--- src/ssp_pkg.sv ---
package ssp_pkg;

	// Register addresses.
	localparam logic [7:0] ADDR_IEN_FIRST  = 8'ha8;
	localparam logic [7:0] ADDR_IEN_SECOND = 8'hb8;
	localparam logic [7:0] ADDR_STATUS     = 8'he1;
	localparam logic [7:0] ADDR_CONTROL    = 8'he2;
	localparam logic [7:0] ADDR_DATA       = 8'he3;
	localparam logic [7:0] ADDR_OPEN_DRAIN = 8'he4;
	localparam logic [7:0] ADDR_DIRECTION  = 8'hf9;

	// Control register fields.
	localparam int CTL_DIV_HIGH = 7;
	localparam int CTL_ENABLE   = 6;
	localparam int CTL_SEL_DIS  = 5;
	localparam int CTL_MASTER   = 4;
	localparam int CTL_CPOL     = 3;
	localparam int CTL_CPHA     = 2;
	localparam int CTL_DIV_MID  = 1;
	localparam int CTL_DIV_LOW  = 0;

	// Status register fields.
	localparam int STA_DONE  = 7;
	localparam int STA_WRITE_COLLISION_FLAG  = 6;
	localparam int STA_SELECT_ERROR_FLAG = 5;
	localparam int STA_MODE_FAULT_FLAG  = 4;

	// Interrupt enable, open-drain and direction fields.
	localparam int IEN_GLOBAL = 7;
	localparam int IEN_SERIAL = 1;
	localparam int OD_CLOCK   = 4;
	localparam int OD_MOSI    = 3;
	localparam int OD_MISO    = 2;
	localparam int DIR_SCK    = 6;
	localparam int DIR_MOSI   = 5;
	localparam int DIR_MISO   = 4;

	// Values after reset.
	localparam logic [7:0] CONTROL_RESET = 8'h14;
	localparam logic [7:0] DATA_RESET    = 8'h00;
	localparam logic [7:0] OTHER_RESET   = 8'h00;

	// Divisor code with no clock, and the last of the sixteen clock edges of a byte.
	localparam logic [2:0] DIV_RESERVED    = 3'h7;
	localparam logic [3:0] EDGE_COUNT_LAST = 4'hf;

	typedef enum logic [1:0] {ST_IDLE, ST_MASTER, ST_SLAVE} ssp_state_e;

	typedef struct packed {
		logic sck;
		logic mosi;
		logic miso;
		logic ss_n;
	} ssp_pins_in_s;

	typedef struct packed {
		logic sck_out;
		logic sck_oe;
		logic mosi_out;
		logic mosi_oe;
		logic miso_out;
		logic miso_oe;
	} ssp_pins_out_s;

	// Half a serial clock period in ref_clk cycles for a divisor code.
	function automatic logic [6:0] half_period(input logic [2:0] code);
		return 7'(7'h01 << code);
	endfunction : half_period

endpackage : ssp_pkg

--- src/ssp_port.sv ---
`timescale 1ns/1ns
module ssp_port (
	input  wire logic                  ref_clk,   // 25 MHz system clock
	input  wire logic                  sys_rst,   // asynchronous reset, active high
	input  wire logic                  clk_en,    // freezes all state while low
	input  wire logic [7:0]            reg_addr,  // register address
	input  wire logic [7:0]            reg_wdata, // register write data
	input  wire logic                  reg_wr,    // write strobe
	input  wire logic                  reg_rd,    // read strobe
	output logic      [7:0]            reg_rdata, // read data, cycle after the read strobe
	input  wire ssp_pkg::ssp_pins_in_s pin_in,    // serial pin levels
	output ssp_pkg::ssp_pins_out_s     pin_out,   // serial pin drive and enables
	output logic                       irq        // serial interrupt request
);

	logic [3:0]          sync_vec;
	logic                sck_s, mosi_s, miso_s, ss_s;
	logic [7:0]          ctl_reg, ctl_next, interrupt_enable_second_reg, interrupt_enable_second_next, ien2_reg, ien2_next;
	logic [7:0]          od_reg, od_next, dir_reg, dir_next;
	logic [7:0]          shift_reg, shift_next, rx_reg, rx_next, rdata_next;
	logic                latch_reg, latch_next;
	logic [3:0]          edge_cnt_reg, edge_cnt_next;
	logic [6:0]          div_cnt_reg, div_cnt_next;
	ssp_pkg::ssp_state_e state_reg, state_next;
	logic                done_reg, done_next, write_collision_flag_reg, write_collision_flag_next;
	logic                select_error_flag_reg, select_error_flag_next, mode_fault_flag_reg, mode_fault_flag_next;
	logic                armed_reg, armed_next, desel_reg, desel_next;
	logic                sck_prev_reg, sck_lvl_reg, sck_lvl_next;
	ssp_pkg::ssp_pins_out_s pins_next;
	logic                irq_next;
	logic                en, master, cpha, sel_ignore, slave_sel, sck_edge;
	logic                data_wr, start, edge_go, sample_edge, din, bit_in;
	logic [2:0]          div_code;
	logic [7:0]          byte_in;

	ssp_sync #(
		.WIDTH (4)
	) u_sync (
		.ref_clk  (ref_clk),
		.sys_rst  (sys_rst),
		.clk_en   (clk_en),
		.async_in ({pin_in.sck, pin_in.mosi, pin_in.miso, pin_in.ss_n}),
		.sync_out (sync_vec)
	);

	assign {sck_s, mosi_s, miso_s, ss_s} = sync_vec;

	// Returns {out, oe}; an open-drain pin only ever pulls low.
	function automatic logic [1:0] pin_drive(input logic value, input logic oe, input logic od);
		return od ? {1'b0, oe & ~value} : {value, oe};
	endfunction : pin_drive

	always_comb begin
		ctl_next      = ctl_reg;
		interrupt_enable_second_next     = interrupt_enable_second_reg;
		ien2_next     = ien2_reg;
		od_next       = od_reg;
		dir_next      = dir_reg;
		shift_next    = shift_reg;
		rx_next       = rx_reg;
		latch_next    = latch_reg;
		edge_cnt_next = edge_cnt_reg;
		div_cnt_next  = div_cnt_reg;
		state_next    = state_reg;
		done_next     = done_reg;
		write_collision_flag_next     = write_collision_flag_reg;
		select_error_flag_next    = select_error_flag_reg;
		mode_fault_flag_next     = mode_fault_flag_reg;
		armed_next    = armed_reg;
		desel_next    = desel_reg;
		sck_lvl_next  = sck_lvl_reg;
		rdata_next    = 8'h00;
		edge_go       = 1'b0;
		start         = 1'b0;
		en          = ctl_reg[ssp_pkg::CTL_ENABLE];
		master      = ctl_reg[ssp_pkg::CTL_MASTER];
		cpha        = ctl_reg[ssp_pkg::CTL_CPHA];
		div_code    = {ctl_reg[ssp_pkg::CTL_DIV_HIGH], ctl_reg[ssp_pkg::CTL_DIV_MID], ctl_reg[ssp_pkg::CTL_DIV_LOW]};
		sel_ignore  = ctl_reg[ssp_pkg::CTL_SEL_DIS] & ~cpha;
		slave_sel   = sel_ignore | ~ss_s;
		sck_edge    = sck_s ^ sck_prev_reg;
		din         = master ? miso_s : mosi_s;
		sample_edge = (edge_cnt_reg[0] == cpha);
		bit_in      = sample_edge ? din : latch_reg;
		byte_in     = {shift_reg[6:0], bit_in};
		data_wr     = reg_wr && reg_addr == ssp_pkg::ADDR_DATA && en;

		// Reads. Done, collision and mode fault flags clear only on a status read followed by a data read.
		if (reg_rd) begin
			unique case (reg_addr)
				ssp_pkg::ADDR_CONTROL:    rdata_next = ctl_reg;
				ssp_pkg::ADDR_IEN_FIRST:  rdata_next = interrupt_enable_second_reg;
				ssp_pkg::ADDR_IEN_SECOND: rdata_next = ien2_reg;
				ssp_pkg::ADDR_OPEN_DRAIN: rdata_next = od_reg;
				ssp_pkg::ADDR_DIRECTION:  rdata_next = dir_reg;
				ssp_pkg::ADDR_STATUS: begin
					if (en) begin
						rdata_next = {done_reg, write_collision_flag_reg, select_error_flag_reg, mode_fault_flag_reg, 4'h0};
						armed_next = done_reg | write_collision_flag_reg | mode_fault_flag_reg;
					end
				end
				ssp_pkg::ADDR_DATA: begin
					if (en) begin
						rdata_next = rx_reg;
						if (armed_reg) begin
							done_next  = 1'b0;
							write_collision_flag_next  = 1'b0;
							mode_fault_flag_next  = 1'b0;
							armed_next = 1'b0;
						end
					end
				end
				default: rdata_next = 8'h00;
			endcase
		end

		// Writes. The status register has no write path.
		if (reg_wr) begin
			unique case (reg_addr)
				ssp_pkg::ADDR_CONTROL:    ctl_next  = reg_wdata;
				ssp_pkg::ADDR_IEN_FIRST:  interrupt_enable_second_next = reg_wdata;
				ssp_pkg::ADDR_IEN_SECOND: ien2_next = reg_wdata;
				ssp_pkg::ADDR_OPEN_DRAIN: od_next   = reg_wdata;
				ssp_pkg::ADDR_DIRECTION:  dir_next  = reg_wdata;
				default: ;
			endcase
		end
		if (data_wr) begin
			if (state_reg != ssp_pkg::ST_IDLE) begin
				write_collision_flag_next = 1'b1;
			end else begin
				shift_next = reg_wdata;
				start      = master && div_code != ssp_pkg::DIV_RESERVED;
			end
		end

		unique case (state_reg)
			ssp_pkg::ST_IDLE: begin
				if (start) begin
					state_next    = ssp_pkg::ST_MASTER;
					edge_cnt_next = 4'h0;
					div_cnt_next  = 7'(ssp_pkg::half_period(div_code) - 7'h01);
				end else if (en && !master && slave_sel && sck_edge) begin
					if (desel_reg) begin
						select_error_flag_next = 1'b1;
					end else begin
						edge_go    = 1'b1;
						state_next = ssp_pkg::ST_SLAVE;
					end
				end
			end
			ssp_pkg::ST_MASTER: begin
				if (!ss_s && !ctl_reg[ssp_pkg::CTL_SEL_DIS]) begin
					mode_fault_flag_next     = 1'b1;
					state_next    = ssp_pkg::ST_IDLE;
					edge_cnt_next = 4'h0;
				end else if (div_cnt_reg == 7'h00) begin
					div_cnt_next = 7'(ssp_pkg::half_period(div_code) - 7'h01);
					sck_lvl_next = ~sck_lvl_reg;
					edge_go      = 1'b1;
				end else begin
					div_cnt_next = div_cnt_reg - 7'h01;
				end
			end
			ssp_pkg::ST_SLAVE: begin
				if (!slave_sel) begin
					mode_fault_flag_next     = 1'b1;
					state_next    = ssp_pkg::ST_IDLE;
					edge_cnt_next = 4'h0;
				end else if (sck_edge) begin
					edge_go = 1'b1;
				end
			end
			default: state_next = ssp_pkg::ST_IDLE;
		endcase

		// One clock edge of the byte, for either role.
		if (edge_go) begin
			if (sample_edge) begin
				latch_next = din;
			end else if (!(cpha && edge_cnt_reg == 4'h0)) begin
				shift_next = byte_in;
			end
			if (edge_cnt_reg == ssp_pkg::EDGE_COUNT_LAST) begin
				rx_next       = byte_in;
				done_next     = 1'b1;
				state_next    = ssp_pkg::ST_IDLE;
				edge_cnt_next = 4'h0;
				desel_next    = !master && !sel_ignore && !cpha;
			end else begin
				edge_cnt_next = edge_cnt_reg + 4'h1;
			end
		end
		if (ss_s) begin
			desel_next = 1'b0;
		end

		// Disabling stops every transfer and is the only clear of the select error.
		if (!ctl_next[ssp_pkg::CTL_ENABLE]) begin
			state_next    = ssp_pkg::ST_IDLE;
			edge_cnt_next = 4'h0;
			select_error_flag_next    = 1'b0;
			desel_next    = 1'b0;
			armed_next    = 1'b0;
		end
		if (state_next == ssp_pkg::ST_IDLE) begin
			sck_lvl_next = ctl_next[ssp_pkg::CTL_CPOL];
		end

		pins_next = '0;
		if (ctl_next[ssp_pkg::CTL_ENABLE]) begin
			if (ctl_next[ssp_pkg::CTL_MASTER]) begin
				{pins_next.sck_out, pins_next.sck_oe} =
					pin_drive(sck_lvl_next, dir_next[ssp_pkg::DIR_SCK], od_next[ssp_pkg::OD_CLOCK]);
				{pins_next.mosi_out, pins_next.mosi_oe} =
					pin_drive(shift_next[7], dir_next[ssp_pkg::DIR_MOSI], od_next[ssp_pkg::OD_MOSI]);
			end else begin
				{pins_next.miso_out, pins_next.miso_oe} =
					pin_drive(shift_next[7], dir_next[ssp_pkg::DIR_MISO] & slave_sel,
						od_next[ssp_pkg::OD_MISO]);
			end
		end
		irq_next = interrupt_enable_second_next[ssp_pkg::IEN_GLOBAL] && ien2_next[ssp_pkg::IEN_SERIAL]
			&& (done_next || mode_fault_flag_next);
	end

	always_ff @(posedge ref_clk or posedge sys_rst) begin
		if (sys_rst) begin
			ctl_reg      <= ssp_pkg::CONTROL_RESET;
			interrupt_enable_second_reg     <= ssp_pkg::OTHER_RESET;
			ien2_reg     <= ssp_pkg::OTHER_RESET;
			od_reg       <= ssp_pkg::OTHER_RESET;
			dir_reg      <= ssp_pkg::OTHER_RESET;
			shift_reg    <= ssp_pkg::DATA_RESET;
			rx_reg       <= ssp_pkg::DATA_RESET;
			latch_reg    <= 1'b0;
			edge_cnt_reg <= 4'h0;
			div_cnt_reg  <= 7'h00;
			state_reg    <= ssp_pkg::ST_IDLE;
			done_reg     <= 1'b0;
			write_collision_flag_reg     <= 1'b0;
			select_error_flag_reg    <= 1'b0;
			mode_fault_flag_reg     <= 1'b0;
			armed_reg    <= 1'b0;
			desel_reg    <= 1'b0;
			sck_prev_reg <= 1'b0;
			sck_lvl_reg  <= 1'b0;
			reg_rdata    <= 8'h00;
			pin_out      <= '0;
			irq          <= 1'b0;
		end else if (clk_en) begin
			ctl_reg      <= ctl_next;
			interrupt_enable_second_reg     <= interrupt_enable_second_next;
			ien2_reg     <= ien2_next;
			od_reg       <= od_next;
			dir_reg      <= dir_next;
			shift_reg    <= shift_next;
			rx_reg       <= rx_next;
			latch_reg    <= latch_next;
			edge_cnt_reg <= edge_cnt_next;
			div_cnt_reg  <= div_cnt_next;
			state_reg    <= state_next;
			done_reg     <= done_next;
			write_collision_flag_reg     <= write_collision_flag_next;
			select_error_flag_reg    <= select_error_flag_next;
			mode_fault_flag_reg     <= mode_fault_flag_next;
			armed_reg    <= armed_next;
			desel_reg    <= desel_next;
			sck_prev_reg <= sck_s;
			sck_lvl_reg  <= sck_lvl_next;
			reg_rdata    <= rdata_next;
			pin_out      <= pins_next;
			irq          <= irq_next;
		end
	end

	property p_reserved_no_start;
		@(posedge ref_clk) disable iff (sys_rst)
		clk_en && data_wr && master && div_code == ssp_pkg::DIV_RESERVED && state_reg == ssp_pkg::ST_IDLE
		|=> state_reg == ssp_pkg::ST_IDLE;
	endproperty
	a_reserved_no_start: assert property (p_reserved_no_start) else $error("Reserved divisor started a transfer.");

	property p_blocked_read;
		@(posedge ref_clk) disable iff (sys_rst)
		clk_en && reg_rd && !en && (reg_addr == ssp_pkg::ADDR_STATUS || reg_addr == ssp_pkg::ADDR_DATA)
		|=> reg_rdata == 8'h00;
	endproperty
	a_blocked_read: assert property (p_blocked_read) else $error("Disabled register returned data.");

	property p_done_from_transfer;
		@(posedge ref_clk) disable iff (sys_rst)
		$rose(done_reg) |-> $past(state_reg) != ssp_pkg::ST_IDLE && state_reg == ssp_pkg::ST_IDLE;
	endproperty
	a_done_from_transfer: assert property (p_done_from_transfer) else $error("Completion flag without a transfer.");

	property p_collision;
		@(posedge ref_clk) disable iff (sys_rst)
		clk_en && data_wr && state_reg != ssp_pkg::ST_IDLE |=> write_collision_flag_reg;
	endproperty
	a_collision: assert property (p_collision) else $error("Busy data write did not flag a collision.");

	property p_select_error_flag_cleared;
		@(posedge ref_clk) disable iff (sys_rst)
		clk_en && !ctl_next[ssp_pkg::CTL_ENABLE] |=> !select_error_flag_reg && state_reg == ssp_pkg::ST_IDLE;
	endproperty
	a_select_error_flag_cleared: assert property (p_select_error_flag_cleared) else $error("Disable did not clear select error.");

	property p_irq_gated;
		@(posedge ref_clk) disable iff (sys_rst)
		irq |-> interrupt_enable_second_reg[ssp_pkg::IEN_GLOBAL] && ien2_reg[ssp_pkg::IEN_SERIAL] && (done_reg || mode_fault_flag_reg);
	endproperty
	a_irq_gated: assert property (p_irq_gated) else $error("Interrupt raised while gated off.");

	property p_idle_level;
		@(posedge ref_clk) disable iff (sys_rst)
		state_reg == ssp_pkg::ST_IDLE && en && master && !od_reg[ssp_pkg::OD_CLOCK] && dir_reg[ssp_pkg::DIR_SCK]
		|-> pin_out.sck_out == ctl_reg[ssp_pkg::CTL_CPOL] && pin_out.sck_oe;
	endproperty
	a_idle_level: assert property (p_idle_level) else $error("Idle clock level differs from polarity.");

	property p_flag_clear;
		@(posedge ref_clk) disable iff (sys_rst)
		clk_en && reg_rd && reg_addr == ssp_pkg::ADDR_DATA && en && armed_reg && state_reg == ssp_pkg::ST_IDLE
		|=> !done_reg && !write_collision_flag_reg;
	endproperty
	a_flag_clear: assert property (p_flag_clear) else $error("Status then data read left flags set.");

	property p_master_fault;
		@(posedge ref_clk) disable iff (sys_rst)
		clk_en && en && ctl_next[ssp_pkg::CTL_ENABLE] && state_reg == ssp_pkg::ST_MASTER && !ss_s
		&& !ctl_reg[ssp_pkg::CTL_SEL_DIS] |=> mode_fault_flag_reg && state_reg == ssp_pkg::ST_IDLE;
	endproperty
	a_master_fault: assert property (p_master_fault) else $error("Select low in master gave no fault.");

	property p_msb_first;
		@(posedge ref_clk) disable iff (sys_rst)
		clk_en && start && !od_reg[ssp_pkg::OD_MOSI] && dir_reg[ssp_pkg::DIR_MOSI]
		|=> pin_out.mosi_out == $past(reg_wdata[7]);
	endproperty
	a_msb_first: assert property (p_msb_first) else $error("First bit out is not the top bit.");

	property p_master_byte_time;
		@(posedge ref_clk) disable iff (sys_rst)
		clk_en && start && div_code == 3'h0 && ctl_reg[ssp_pkg::CTL_SEL_DIS] ##1 clk_en [*8] ##1 clk_en [*8]
		|-> ##1 (done_reg || !en);
	endproperty
	a_master_byte_time: assert property (p_master_byte_time) else $error("Fastest byte took longer than 17 cycles.");

endmodule : ssp_port

--- src/ssp_sync.sv ---
`timescale 1ns/1ns
module ssp_sync #(
	parameter int WIDTH = 4
) (
	input  wire logic             ref_clk,  // system clock
	input  wire logic             sys_rst,  // asynchronous reset
	input  wire logic             clk_en,   // freezes the stages when low
	input  wire logic [WIDTH-1:0] async_in, // pin levels
	output logic      [WIDTH-1:0] sync_out  // levels after two stages
);

	logic [WIDTH-1:0] stage1_reg;

	always_ff @(posedge ref_clk or posedge sys_rst) begin
		if (sys_rst) begin
			stage1_reg <= '0;
			sync_out   <= '0;
		end else if (clk_en) begin
			stage1_reg <= async_in;
			sync_out   <= stage1_reg;
		end
	end

endmodule : ssp_sync

--- config.mk ---
export PLATFORM = sky130hd
export DESIGN_NAME = ssp_port
export DESIGN_NICKNAME = d
export VERILOG_FILES = /design/src/ssp_pkg.sv /design/src/ssp_port.sv /design/src/ssp_sync.sv
export SDC_FILE = /design/constraint.sdc
export NUM_CORES = 1
export LEC_CHECK = 0
export BUFFER_PORTS_ARGS = -buffer_cell sky130_fd_sc_hd__buf_4
export CAP_MARGIN = 10
export CORE_MARGIN = 8
export CORE_UTILIZATION = 35
export DETAILED_ROUTE_END_ITERATION = 12
export PLACE_DENSITY_LB_ADDON = 0.15
export SYNTH_ARGS = -nofsm -noshare
export SYNTH_HDL_FRONTEND = slang
export SYNTH_SLANG_ARGS = --single-unit
--- constraint.sdc ---
create_clock -name ref_clk -period 3.7 [get_ports ref_clk]
set_input_delay 0.37 -clock ref_clk [delete_from_list [all_inputs] [get_ports ref_clk]]
set_output_delay 0.37 -clock ref_clk [all_outputs]
set_load 0.01 [all_outputs]
### After elaboration in Yosys (flattened, before gate mapping)

Cells that the tools add are included.

| storage, ports and cells | value |
|---|---|
| bits in registers | 101 |
| input port bits | 25 |
| logic and storage cells | 210 |

| operators by class | value |
|---|---|
| add/sub/neg operators | 3 |
| equality and inequality tests | 28 |
| shift-type cells | 1 |
| multiplexer cells | 94 |
| bitwise logic cells | 14 |
| reduce and logical (&&, ||, !) cells | 36 |

Operators by type and width:

| kind | count |
|---|---|
| $mux W8 | 10 |
| $eq A8 B8 Y1 const B | 7 |
| $pmux W8 S7 | 1 |
| $mux W7 | 7 |
| $mux W1 | 46 |
| $mux W2 | 14 |
| $mux W4 | 7 |
| $reduce_and A3 Y1 | 7 |
| $reduce_and A5 Y1 | 3 |
| $pmux W7 S2 | 1 |
| $sub A7 B1 Y7 const B | 2 |
| $logic_and A1 B1 Y1 | 12 |
| $ne A4 B4 Y1 const B | 3 |
| $pmux W4 S3 | 1 |
| $mux W5 | 2 |
| $ne A3 B1 Y1 const B | 3 |
| $ne A3 B3 Y1 const B | 3 |
| $ne A2 B2 Y1 const B | 4 |
| $logic_not A7 Y1 | 1 |
| $shl A1 B3 Y7 const A | 1 |
| $mux W6 | 1 |
| $ne A2 B1 Y1 const B | 3 |
| $pmux W2 S3 | 1 |
| $and A1 B1 Y1 | 5 |
| 18 further kinds | 31 |

### Longest topological paths before layout

Gate-level depths: netlist of the first run.

| logic depth | value |
|---|---|
| word-level depth | 18 |
| gate-level depth with buffers | 10 |
| depth with buffers taken out | 9 |

### By module

Synthesis of the first run repeated with hierarchy kept, for this count alone.

| unflattened totals | value |
|---|---|
| cell total of the unflattened synthesis | 529 |
| area total of the unflattened synthesis | 5626.6 µm² |

By module, submodules not included:

| module | times used | cells an instance | area each (µm²) |
|---|---|---|---|
| ssp_port | 1 | 511 | 5291.3 |
| ssp_sync | 1 | 18 | 335.3 |

### Worst setup path after synthesis of the first run

Ideal clock, no wire load.

| timing path | value |
|---|---|
| path type | flip-flop to flip-flop |
| from | register state_reg[0] |
| to | register rx_reg[0] |
| setup time | 0.125 ns |
| data arrival time | 2.306 ns |
| data required time | 3.575 ns |
| slack | 1.269 ns |
| cell stages (with the launch flop) | 10 |
| buffers on the path | 1 |
| period minus slack after synthesis | 2.431 ns |
| cell sequence | dfrtp_1 > inv_1 > ha_1 > clkbuf_2 > nor4bb_1 > o221ai_1 > a21oi_2 > nand2_1 > nor2_2 > mux2_2 |

| on the way | value |
|---|---|
| longest elaborated chain between the ends | 6 |
| elaborated cells on any way between the ends | 9 |
| those cells by class | eq/ne (2); mux (4); reduce/logical (3) |

Ends and longest elaborated chain:

| what | RTL line | text |
|---|---|---|
| from (decl) | ssp_port.sv:24 | `ssp_pkg::ssp_state_e state_reg, state_next;` |
| from (signal assigned) | ssp_port.sv:239 | `state_reg <= ssp_pkg::ST_IDLE;` |
| from (signal assigned) | ssp_port.sv:262 | `state_reg <= state_next;` |
| $reduce_bool A2 Y1 | ssp_port.sv:129 | `if (state_reg != ssp_pkg::ST_IDLE) begin` |
| $mux W1 | ssp_port.sv:129 |  |
| $mux W1 | ssp_port.sv:128 | `if (data_wr) begin` |
| $mux W1 | ssp_port.sv:139 | `if (start) begin` |
| $pmux W1 S3 * | ssp_port.sv:137 | `unique case (state_reg)` |
| $reduce_and A3 Y1 (no source line) * | -- |  |
| to (signal assigned) | ssp_port.sv:235 | `rx_reg <= ssp_pkg::DATA_RESET;` |
| to (signal assigned) | ssp_port.sv:258 | `rx_reg <= rx_next;` |
| to (decl) | ssp_port.sv:20 | `logic [7:0] shift_reg, shift_next, rx_reg, rx_next, rdata_next;` |

Every way passes the cells marked *; elsewhere a longest branch is shown, timed or not.
A chain may end at the register's enable or synchronous reset.

### Worst setup path in the final report of the first run

| timing path | value |
|---|---|
| from | register state_reg[0] |
| to | register irq |

| on the way | value |
|---|---|
| longest elaborated chain between the ends | 8 |
| elaborated cells on any way between the ends | 12 |
| those cells by class | eq/ne (2); mux (6); reduce/logical (4) |

Ends and longest elaborated chain:

| what | RTL line | text |
|---|---|---|
| $reduce_bool A2 Y1 | ssp_port.sv:129 |  |
| $mux W1 | ssp_port.sv:129 |  |
| $mux W1 | ssp_port.sv:128 |  |
| $mux W1 | ssp_port.sv:139 |  |
| $pmux W1 S3 | ssp_port.sv:137 |  |
| $mux W1 | ssp_port.sv:178 | `if (edge_go) begin` |
| $logic_or A1 B1 Y1 * | ssp_port.sv:224 | `&& (done_next \|\| mode_fault_flag_next);` |
| $logic_and A1 B1 Y1 * | ssp_port.sv:224 |  |
| to (signal assigned) | ssp_port.sv:273 | `irq <= irq_next;` |
| to (decl) | ssp_port.sv:13 | `output logic irq` |

Marked as above.

==> flow_summary.json, run 1 <==
{
  "crit_path_end_kind": "flip-flop",
  "relSlewSlack_pct": 36.1,
  "tns_ns": 0,
  "vdd_ir_drop_max_mv": 0.234,
  "n_antenna_cell": 0,
  "drc": 0,
  "setup_violations": 0,
  "power.density_mw_per_mm2": 498,
  "skew_ns": 0.0102,
  "dp_hpwl_mm": 11.4,
  "ctsRootBufferMaster": "clkbuf_16",
  "port_buffers": 39,
  "firstDrtPassIters": 4,
  "path_depth": 9,
  "mostFrequentLayoutCell": "dfrtp_1",
  "synth.yosys.seq_area_share_pct": 46.3,
  "clock_sinks": 101,
  "synth-edff-count": 0,
  "num_vias": 4113,
  "antenna_found_initial": 0,
  "critPathArrivalTime_ns": 3.14,
  "gr-usage-all-layers_pct": 15.8,
  "synth_area_mm2": 0.00546,
  "overflow": 0,
  "reg2reg_depth": 9,
  "async_flop_share_pct": 100,
  "final_max_slew_viol_count": 0,
  "final_cell_mix": "dfrtp_1, mux2_2, buf_4",
  "start_util_pct": 35.9,
  "p_leak_nw": 2.80,
  "drive_gt1_share_pct": 25.8,
  "wire_per_inst_um": 20.9,
  "ctsHoldBuffers": 0,
  "path_buf_inv": 1,
  "reg2reg_slack_ns": 0.85,
  "clock_path_buffers": 2,
  "dieArea_mm2": 0.0199,
  "path_clk_slew_ns": 0.07,
  "io-pin-count": 40,
  "routed_wl_mm": 15.3,
  "die_h_um": 141,
  "avgSynthCellArea_um2": 10.7,
  "rows": 45,
  "period_needed_ns": 2.85,
  "drtIter0Drc": 291,
  "cts_resized": 0,
  "post_cts_buffers": 0,
  "grt_max_degree": 40,
  "crit_fanout": 8,
  "grt_pass1_vias": 4167,
  "grt_pass1_wl_mm": 24.2,
  "clk_latency_ns": 0.36,
  "synth_cell_types": 70,
  "finalCritPeriodShare_pct": 77.1,
  "finish.utilization_pct": 40.9,
  "ant_nets": 0,
  "ys.flop_type": "dfrtp_1",
  "worstMarginPinSlew_ns": 0.954,
  "hold_path_class": "in -> async",
  "cts_max_level": 3,
  "synth_area_leaders": "dfrtp_1, mux2_2, mux2i_1",
  "viasPerCell": 5.63,
  "max_freq_mhz": 350,
  "synth_area_leader_cell": "dfrtp_1",
  "netlist_instances": 512,
  "cpPeakStageDelay_ns": 0.51,
  "cpLargestDelayFamily": "compound AO/OA/AOI/OAI gates",
  "synth_fp_nets": 546,
  "criticalPathCategory": "reg -> reg",
  "status": "finished clean",
  "cp_slowest_cell": "a2111oi_0",
  "fin_nets": 572,
  "crit_chain": "inv_1 > ha_1 > nor4bb_1 > o221ai_1 > a21oi_2 > nand2b_1 > a21boi_0 > a2111oi_0 > a21o_1",
  "cts_tree": "yes",
  "final_hold_viol_count": 0,
  "areaGrowthSynthToFinish_pct": 13.8,
  "yosysWarnings": 0,
  "start_kind": "flip-flop",
  "dieWidth_um": 141,
  "required_ns": 3.99,
  "ys_seq_elements": 101,
  "coreArea_mm2": 0.0152,
  "netlist.area_leader.share_pct": 45.4,
  "rsz0062_at_grt": "no",
  "globalplace.congestion": 0.880,
  "maxCapViolCount": 0,
  "cts_buffers": 9
}
## kinds of logic after synthesis
family | share of synthesized area [%]
buffers and inverters | 3.46
adders and majority gates | 2.06
and+or+nand+nor | 13.9
DFF | 46.3
xor gates and xnor gates | 0.642
muxes | 17.5
AOI/OAI and AO/OA | 16.2
## Yosys cell counts (6+ instances only)
| cell type | number |
|---|---|
| a22o_1 | 7 |
| a211oi_1 | 6 |
| o2bb2ai_1 | 10 |
| o21ai_0 | 28 |
| inv_1 | 18 |
| ha_1 | 9 |
| mux2i_1 | 23 |
| nand2_1 | 38 |
| buf_2 | 6 |
| o22ai_1 | 9 |
| nor2_1 | 32 |
| nor2b_1 | 6 |
| clkbuf_1 | 18 |
| nand4_1 | 6 |
| dfrtp_1 | 99 |
| nand3_1 | 14 |
| mux2_2 | 61 |
| a21oi_1 | 26 |
## final timing paths
path / to / start
max: irq / state_reg[0]
min: pin_out[1] / sys_rst
max reg2reg: irq / state_reg[0]
min reg2reg: shift_reg[7] / shift_reg[7]
max in group asynchronous: shift_reg[2] / sys_rst
min in group ref_clk: u_sync.stage1_reg[3] / pin_in[3]
## area by class of cell
class                           count  area, µm²
Fill cell                        1500       8980
Multi-Input combinational cell    365       2740
Sequential cell                   101       2530
Timing Repair Buffer               43        323
Clock buffer                       11        253
Tap cell                          188        235
Inverter                           18       70.1
Clock inverter                      5       63.8
## stage by stage
stage / area [µm²] / power (mW) / cells / worst slack [ns] / hold slack [ns]
4_1_cts: 6220 / 3.11 / 731 / 0.846 / 0.0704
3_3_place_gp: 5900 / 2.08 / 715 / 0.967 / 0.448
5_1_grt: 6220 / 3.27 / 731 / 0.608 / 0.0905
6_report: 6220 / 3.10 / 731 / 0.847 / 0.0507
3_5_place_dp: 5900 / 2.10 / 715 / 0.892 / 0.456
2_1_floorplan: 5460 / 1.88 / 512 / 0.686 / 0.448
## worst reg2reg max path, cell delays in order (launching register included)
cell and delay [ns]:
dfrtp_1 0.42, inv_1 0.14, ha_1 0.32, nor4bb_1 0.32, o221ai_1 0.22, a21oi_2 0.34, nand2b_1 0.18, a21boi_0 0.20
a2111oi_0 0.52, a21o_1 0.13
## where the power goes
group / leakage (nW) / internal (mW) / switching [mW] / total [mW]
combinational: 1.30 / 0.300 / 0.420 / 0.721
sequential: 1.35 / 1.23 / 0.132 / 1.36
clock: 0.158 / 0.570 / 0.443 / 1.01
## layer usage
| layer | GRT usage (%) | part of all wire, % |
|---|---|---|
| met3 | 3.78 | 4.1 |
| met1 | 20.5 | 46 |
| met4 | 4.13 | 1.2 |
| met2 | 25.9 | 48 |
| met5 | 0 | 0 |
No activity file was read; power rests on OpenSTA's default activity.
==> run 2: changes to the inputs <==
==> constraint.sdc (replaced) <==
create_clock -name ref_clk -period 2.65 [get_ports ref_clk]
set_input_delay 0.265 -clock ref_clk [delete_from_list [all_inputs] [get_ports ref_clk]]
set_output_delay 0.265 -clock ref_clk [all_outputs]
set_load 0.01 [all_outputs]
==> run 2 against run 1 <==
Effect of this change:
- die area unchanged
- core utilization is 0.82 points higher
- critical path type unchanged
- worst hold slack improved by 0.087 ns
- setup slack lost 0.70 ns
- wire length grew 0.26%
- clock skew is 0.0045 ns lower
- clock power increased by 30%
- critical path depth is 1 higher
- sequential power is 40% higher
==> flow_summary.json, run 2 (synthesized netlist as in run 1, its figures left out) <==
{
  "pwr-share-comb_pct": 24.7,
  "rsz0062_at_grt": "yes",
  "p_leak_nw": 2.87,
  "grt_pass1_vias": 4437,
  "fin_nets": 589,
  "overflow": 0,
  "firstDrtPassIters": 4,
  "swShare_pct": 33.6,
  "required_ns": 2.95,
  "cts_tree": "yes",
  "globalplace.congestion": 0.834,
  "period_needed_ns": 2.50,
  "finish.utilization_pct": 41.7,
  "clock_path_buffers": 2,
  "clock_power_share_pct": 30.7,
  "start_kind": "flip-flop",
  "criticalPathCategory": "reg -> reg",
  "skew_ns": 0.00568,
  "path_clk_slew_ns": 0.07,
  "dp_hpwl_mm": 11.4,
  "die_h_um": 141,
  "final_hold_viol_count": 0,
  "cts_buffers": 9,
  "drc": 0,
  "rows": 45,
  "path_buf_inv": 2,
  "n_antenna_cell": 0,
  "port_buffers": 39,
  "critPathArrivalTime_ns": 2.80,
  "max_freq_mhz": 400,
  "vdd_ir_drop_max_mv": 0.348,
  "setup_violations": 0,
  "dieWidth_um": 141,
  "areaGrowthSynthToFinish_pct": 16.1,
  "cts_max_level": 3,
  "cpPeakStageDelay_ns": 0.46,
  "grt_max_degree": 48,
  "num_vias": 4242,
  "hold_path_class": "in -> reg",
  "crit_path_end_kind": "flip-flop",
  "dieArea_mm2": 0.0199,
  "ant_nets": 0,
  "crit_chain": "inv_1 > ha_1 > nor4bb_1 > o221ai_1 > a21oi_2 > buf_4 > nand2b_1 > a21boi_0 > a2111oi_0 > a21o_1",
  "gr-usage-all-layers_pct": 16.2,
  "finalCritPeriodShare_pct": 94.5,
  "io-pin-count": 40,
  "coreArea_mm2": 0.0152,
  "power.density_mw_per_mm2": 672,
  "start_util_pct": 35.9,
  "routed_wl_mm": 15.3,
  "relSlewSlack_pct": 48.3,
  "status": "finished clean",
  "final_max_slew_viol_count": 0,
  "maxCapViolCount": 0,
  "holdWs_ns": 0.138,
  "clock_sinks": 101,
  "mostFrequentLayoutCell": "dfrtp_1",
  "worstMarginPinSlew_ns": 0.771,
  "crit_fanout": 5,
  "drtIter0Drc": 284,
  "internal_power_mw": 2.83,
  "ctsRootBufferMaster": "clkbuf_16",
  "p_sw_mw": 1.43,
  "wire_per_inst_um": 20.5,
  "grt_pass1_wl_mm": 24.9,
  "cpLargestDelayFamily": "compound AO/OA/AOI/OAI gates",
  "clk_latency_ns": 0.36,
  "seqPwrFrac_pct": 44.6,
  "cp_slowest_cell": "a2111oi_0",
  "final_cell_mix": "dfrtp_1, mux2_2, buf_4",
  "drive_gt1_share_pct": 28.0,
  "viasPerCell": 5.67,
  "antenna_found_initial": 0
}
run 2: changes by cell type in the layout (fill, tap and decap cells not counted), sizes merged:
cell	change
clkinv	+3
inv	-1
buf	+16
clkbuf	-2
dlygate4sd3	+1
clkinvlp	+1
bufinv	-1
run 2: final cells by class:
class	count	area, µm²
Clock buffer	9	225
Timing Repair Buffer	60	465
Tap cell	188	235
Inverter	18	71.3
Multi-Input combinational cell	365	2750
Sequential cell	101	2530
Fill cell	1453	8860
Clock inverter	7	67.6
run 2: power by group through the flow:
stage                     clock [mW]  combinational, mW  sequential [mW]
after floorplan                    0              0.764             1.86
after global placement             0               1.01             1.92
after detailed placement           0               1.03             1.92
after CTS                       1.35               1.04             1.89
after global routing            1.40               1.19             1.93
final                           1.31               1.05             1.90
run 2: worst paths after layout:
kind	from	to	slack, ns	depth (start not counted)
min	pin_in[3]	u_sync.stage1_reg[3]	0.14	2
min in group asynchronous	sys_rst	shift_reg[7]	0.52	3
max reg2reg	state_reg[0]	irq	0.15	10
max	state_reg[0]	irq	0.15	10
max in group asynchronous	sys_rst	ctl_reg[4]	1.47	4
min reg2reg	sck_lvl_reg	sck_lvl_reg	0.49	1
run 2: timing repair:
item                       in CTS  in global routing
setup endpoints to repair       0                 21
setup buffers                   0                  2
resized for setup               0                  1
hold endpoints to repair       20                  0
hold buffers                    1                  0
run 2: through the flow:
stage	area (µm²)	power [mW]	cells	setup TNS [ns]	worst slack, ns
3_5_place_dp	6020	2.95	729	0	0.0641
3_3_place_gp	6020	2.93	729	0	0.180
6_report	6340	4.26	748	0	0.147
4_1_cts	6320	4.28	746	0	0.0372
5_1_grt	6340	4.52	748	-0.0224	-0.0174
2_1_floorplan	5470	2.63	512	0	0.219
run 2: layer usage:
layer  track usage, %  part of all wire, %  vias to the layer above
li1                 -                    -                     1972
met1             21.0                   46                     2165
met2             26.3                   48                       89
met3             3.98                  4.0                       16
met4             4.36                  1.5                        0
met5                0                    0                        -
==> run 3: changes to the inputs <==
--- a/config.mk
+++ b/config.mk
@@ -10,6 +10,7 @@
 export CORE_MARGIN = 8
 export CORE_UTILIZATION = 35
 export DETAILED_ROUTE_END_ITERATION = 12
+export MAX_ROUTING_LAYER = met4
 export PLACE_DENSITY_LB_ADDON = 0.15
 export SYNTH_ARGS = -nofsm -noshare
 export SYNTH_HDL_FRONTEND = slang
==> run 3 against run 2 <==
Effect of this change:
- critical path depth fell by 1
- global-route usage rose by 0.55 points
- power fell by 0.94%
- combinational power barely moved
- highest routed layer unchanged
==> flow_summary.json, run 3 (synthesized netlist as in run 1, its figures left out) <==
{
  "status": "finished clean",
  "dp_hpwl_mm": 11.3,
  "clock_path_buffers": 2,
  "viasPerCell": 5.60,
  "areaGrowthSynthToFinish_pct": 15.9,
  "drtIter0Drc": 320,
  "grt_pass1_wl_mm": 25.0,
  "holdWs_ns": 0.141,
  "reg2reg_depth": 9,
  "hold_path_class": "in -> reg",
  "clock_sinks": 101,
  "dpl_cell_area_mm2": 0.00603,
  "drive_gt1_share_pct": 27.7,
  "cp_slowest_cell": "dfrtp_1",
  "path_clk_slew_ns": 0.08,
  "drc": 0,
  "num_vias": 4189,
  "criticalPathCategory": "reg -> reg",
  "finalCritPeriodShare_pct": 94.8,
  "r2r_start": "state_reg[0]",
  "rows": 45,
  "reg2reg_slack_ns": 0.14,
  "io-pin-count": 40,
  "die_h_um": 141,
  "max_freq_mhz": 398,
  "cpLargestDelayFamily": "compound AO/OA/AOI/OAI gates",
  "final_hold_viol_count": 0,
  "postLayoutCellArea_mm2": 0.00633,
  "setup_violations": 0,
  "required_ns": 2.94,
  "wire_per_inst_um": 20.8,
  "final_max_slew_viol_count": 0,
  "n_antenna_cell": 0,
  "cts_max_level": 3,
  "dieArea_mm2": 0.0199,
  "fin_nets": 589,
  "crit_path_end_kind": "flip-flop",
  "gr-usage-all-layers_pct": 16.7,
  "grt_max_degree": 53,
  "cts_buffers": 9,
  "coreArea_mm2": 0.0152,
  "power.density_mw_per_mm2": 667,
  "antenna_found_initial": 0,
  "start_kind": "flip-flop",
  "dieWidth_um": 141,
  "finish.utilization_pct": 41.6,
  "p_leak_nw": 2.87,
  "globalplace.congestion": 0.842,
  "relSlewSlack_pct": 50.0,
  "worstHoldStart": "pin_in[2]",
  "critPathArrivalTime_ns": 2.80,
  "clk_latency_ns": 0.36,
  "port_buffers": 39,
  "cts_tree": "yes",
  "skew_ns": 0.0138,
  "ctsRootBufferMaster": "clkbuf_16",
  "crit_fanout": 5,
  "final_cell_mix": "dfrtp_1, mux2_2, buf_4",
  "overflow": 0,
  "maxCapViolCount": 0,
  "cpPeakStageDelay_ns": 0.43,
  "vdd_ir_drop_max_mv": 0.313,
  "mostFrequentLayoutCell": "dfrtp_1",
  "start_util_pct": 35.9,
  "path_buf_inv": 1,
  "grt_pass1_vias": 4392,
  "worstMarginPinSlew_ns": 0.745,
  "period_needed_ns": 2.51,
  "hold-path-endpoint": "u_sync.stage1_reg[2]",
  "ant_nets": 0,
  "min_delay_path_depth": 2,
  "routed_wl_mm": 15.5,
  "crit_chain": "inv_1 > ha_1 > nor4bb_1 > o221ai_1 > a21oi_1 > or3_4 > a21oi_2 > mux2_2 > o2bb2ai_1",
  "r2r-end": "pin_out[5]",
  "firstDrtPassIters": 4
}
run 3: power by group:
| group | switching [mW] | internal [mW] | total, mW |
|---|---|---|---|
| clock | 0.604 | 0.671 | 1.28 |
| sequential | 0.176 | 1.72 | 1.90 |
| combinational | 0.600 | 0.448 | 1.05 |
run 3: final cells by class:
class,count,area [µm²]
fillers,1467,8870
multi-input cells,365,2750
flip-flops and latches,101,2530
repair buffers,60,465
clock buffers,12,246
well taps,188,235
inverters,18,71.3
clock inverters,4,31.3
run 3: worst max path at each step:
stage	from	to	slack [ns]	cells past startpoint
3_3_place_gp	state_reg[0]	pin_out[4]	0.20	9
2_1_floorplan	state_reg[0]	rx_reg[0]	0.22	9
5_1_grt	state_reg[0]	shift_reg[0]	-0.20	10
3_5_place_dp	state_reg[0]	pin_out[4]	0.17	9
4_1_cts	state_reg[0]	pin_out[4]	0.15	9
6_report	state_reg[0]	pin_out[5]	0.14	9
run 3: timing repair:
item,in CTS,in global routing
resized for setup,0,1
endpoints found under the hold margin,23,0
hold buffers,1,0
buffers inserted,0,1
endpoints found under the setup margin,0,15
run 3: per-stage QoR:
step                worst slack (ns)  total power [mW]  instances  setup TNS [ns]
CTS                            0.147              4.25        747               0
global placement               0.205              2.94        730               0
detailed placement             0.172              2.95        730               0
global route                  -0.196              4.48        748           -2.80
finish                         0.138              4.22        748               0
floorplan                      0.219              2.63        512               0
run 3: routing by layer:
layer	GRT usage (%)	up-vias	part of all wire, %
met4	4.86	0	1.4
li1	-	1980	-
met2	26.0	83	48
met1	21.7	2112	48
met5	-	-	0
met3	3.38	14	3.4
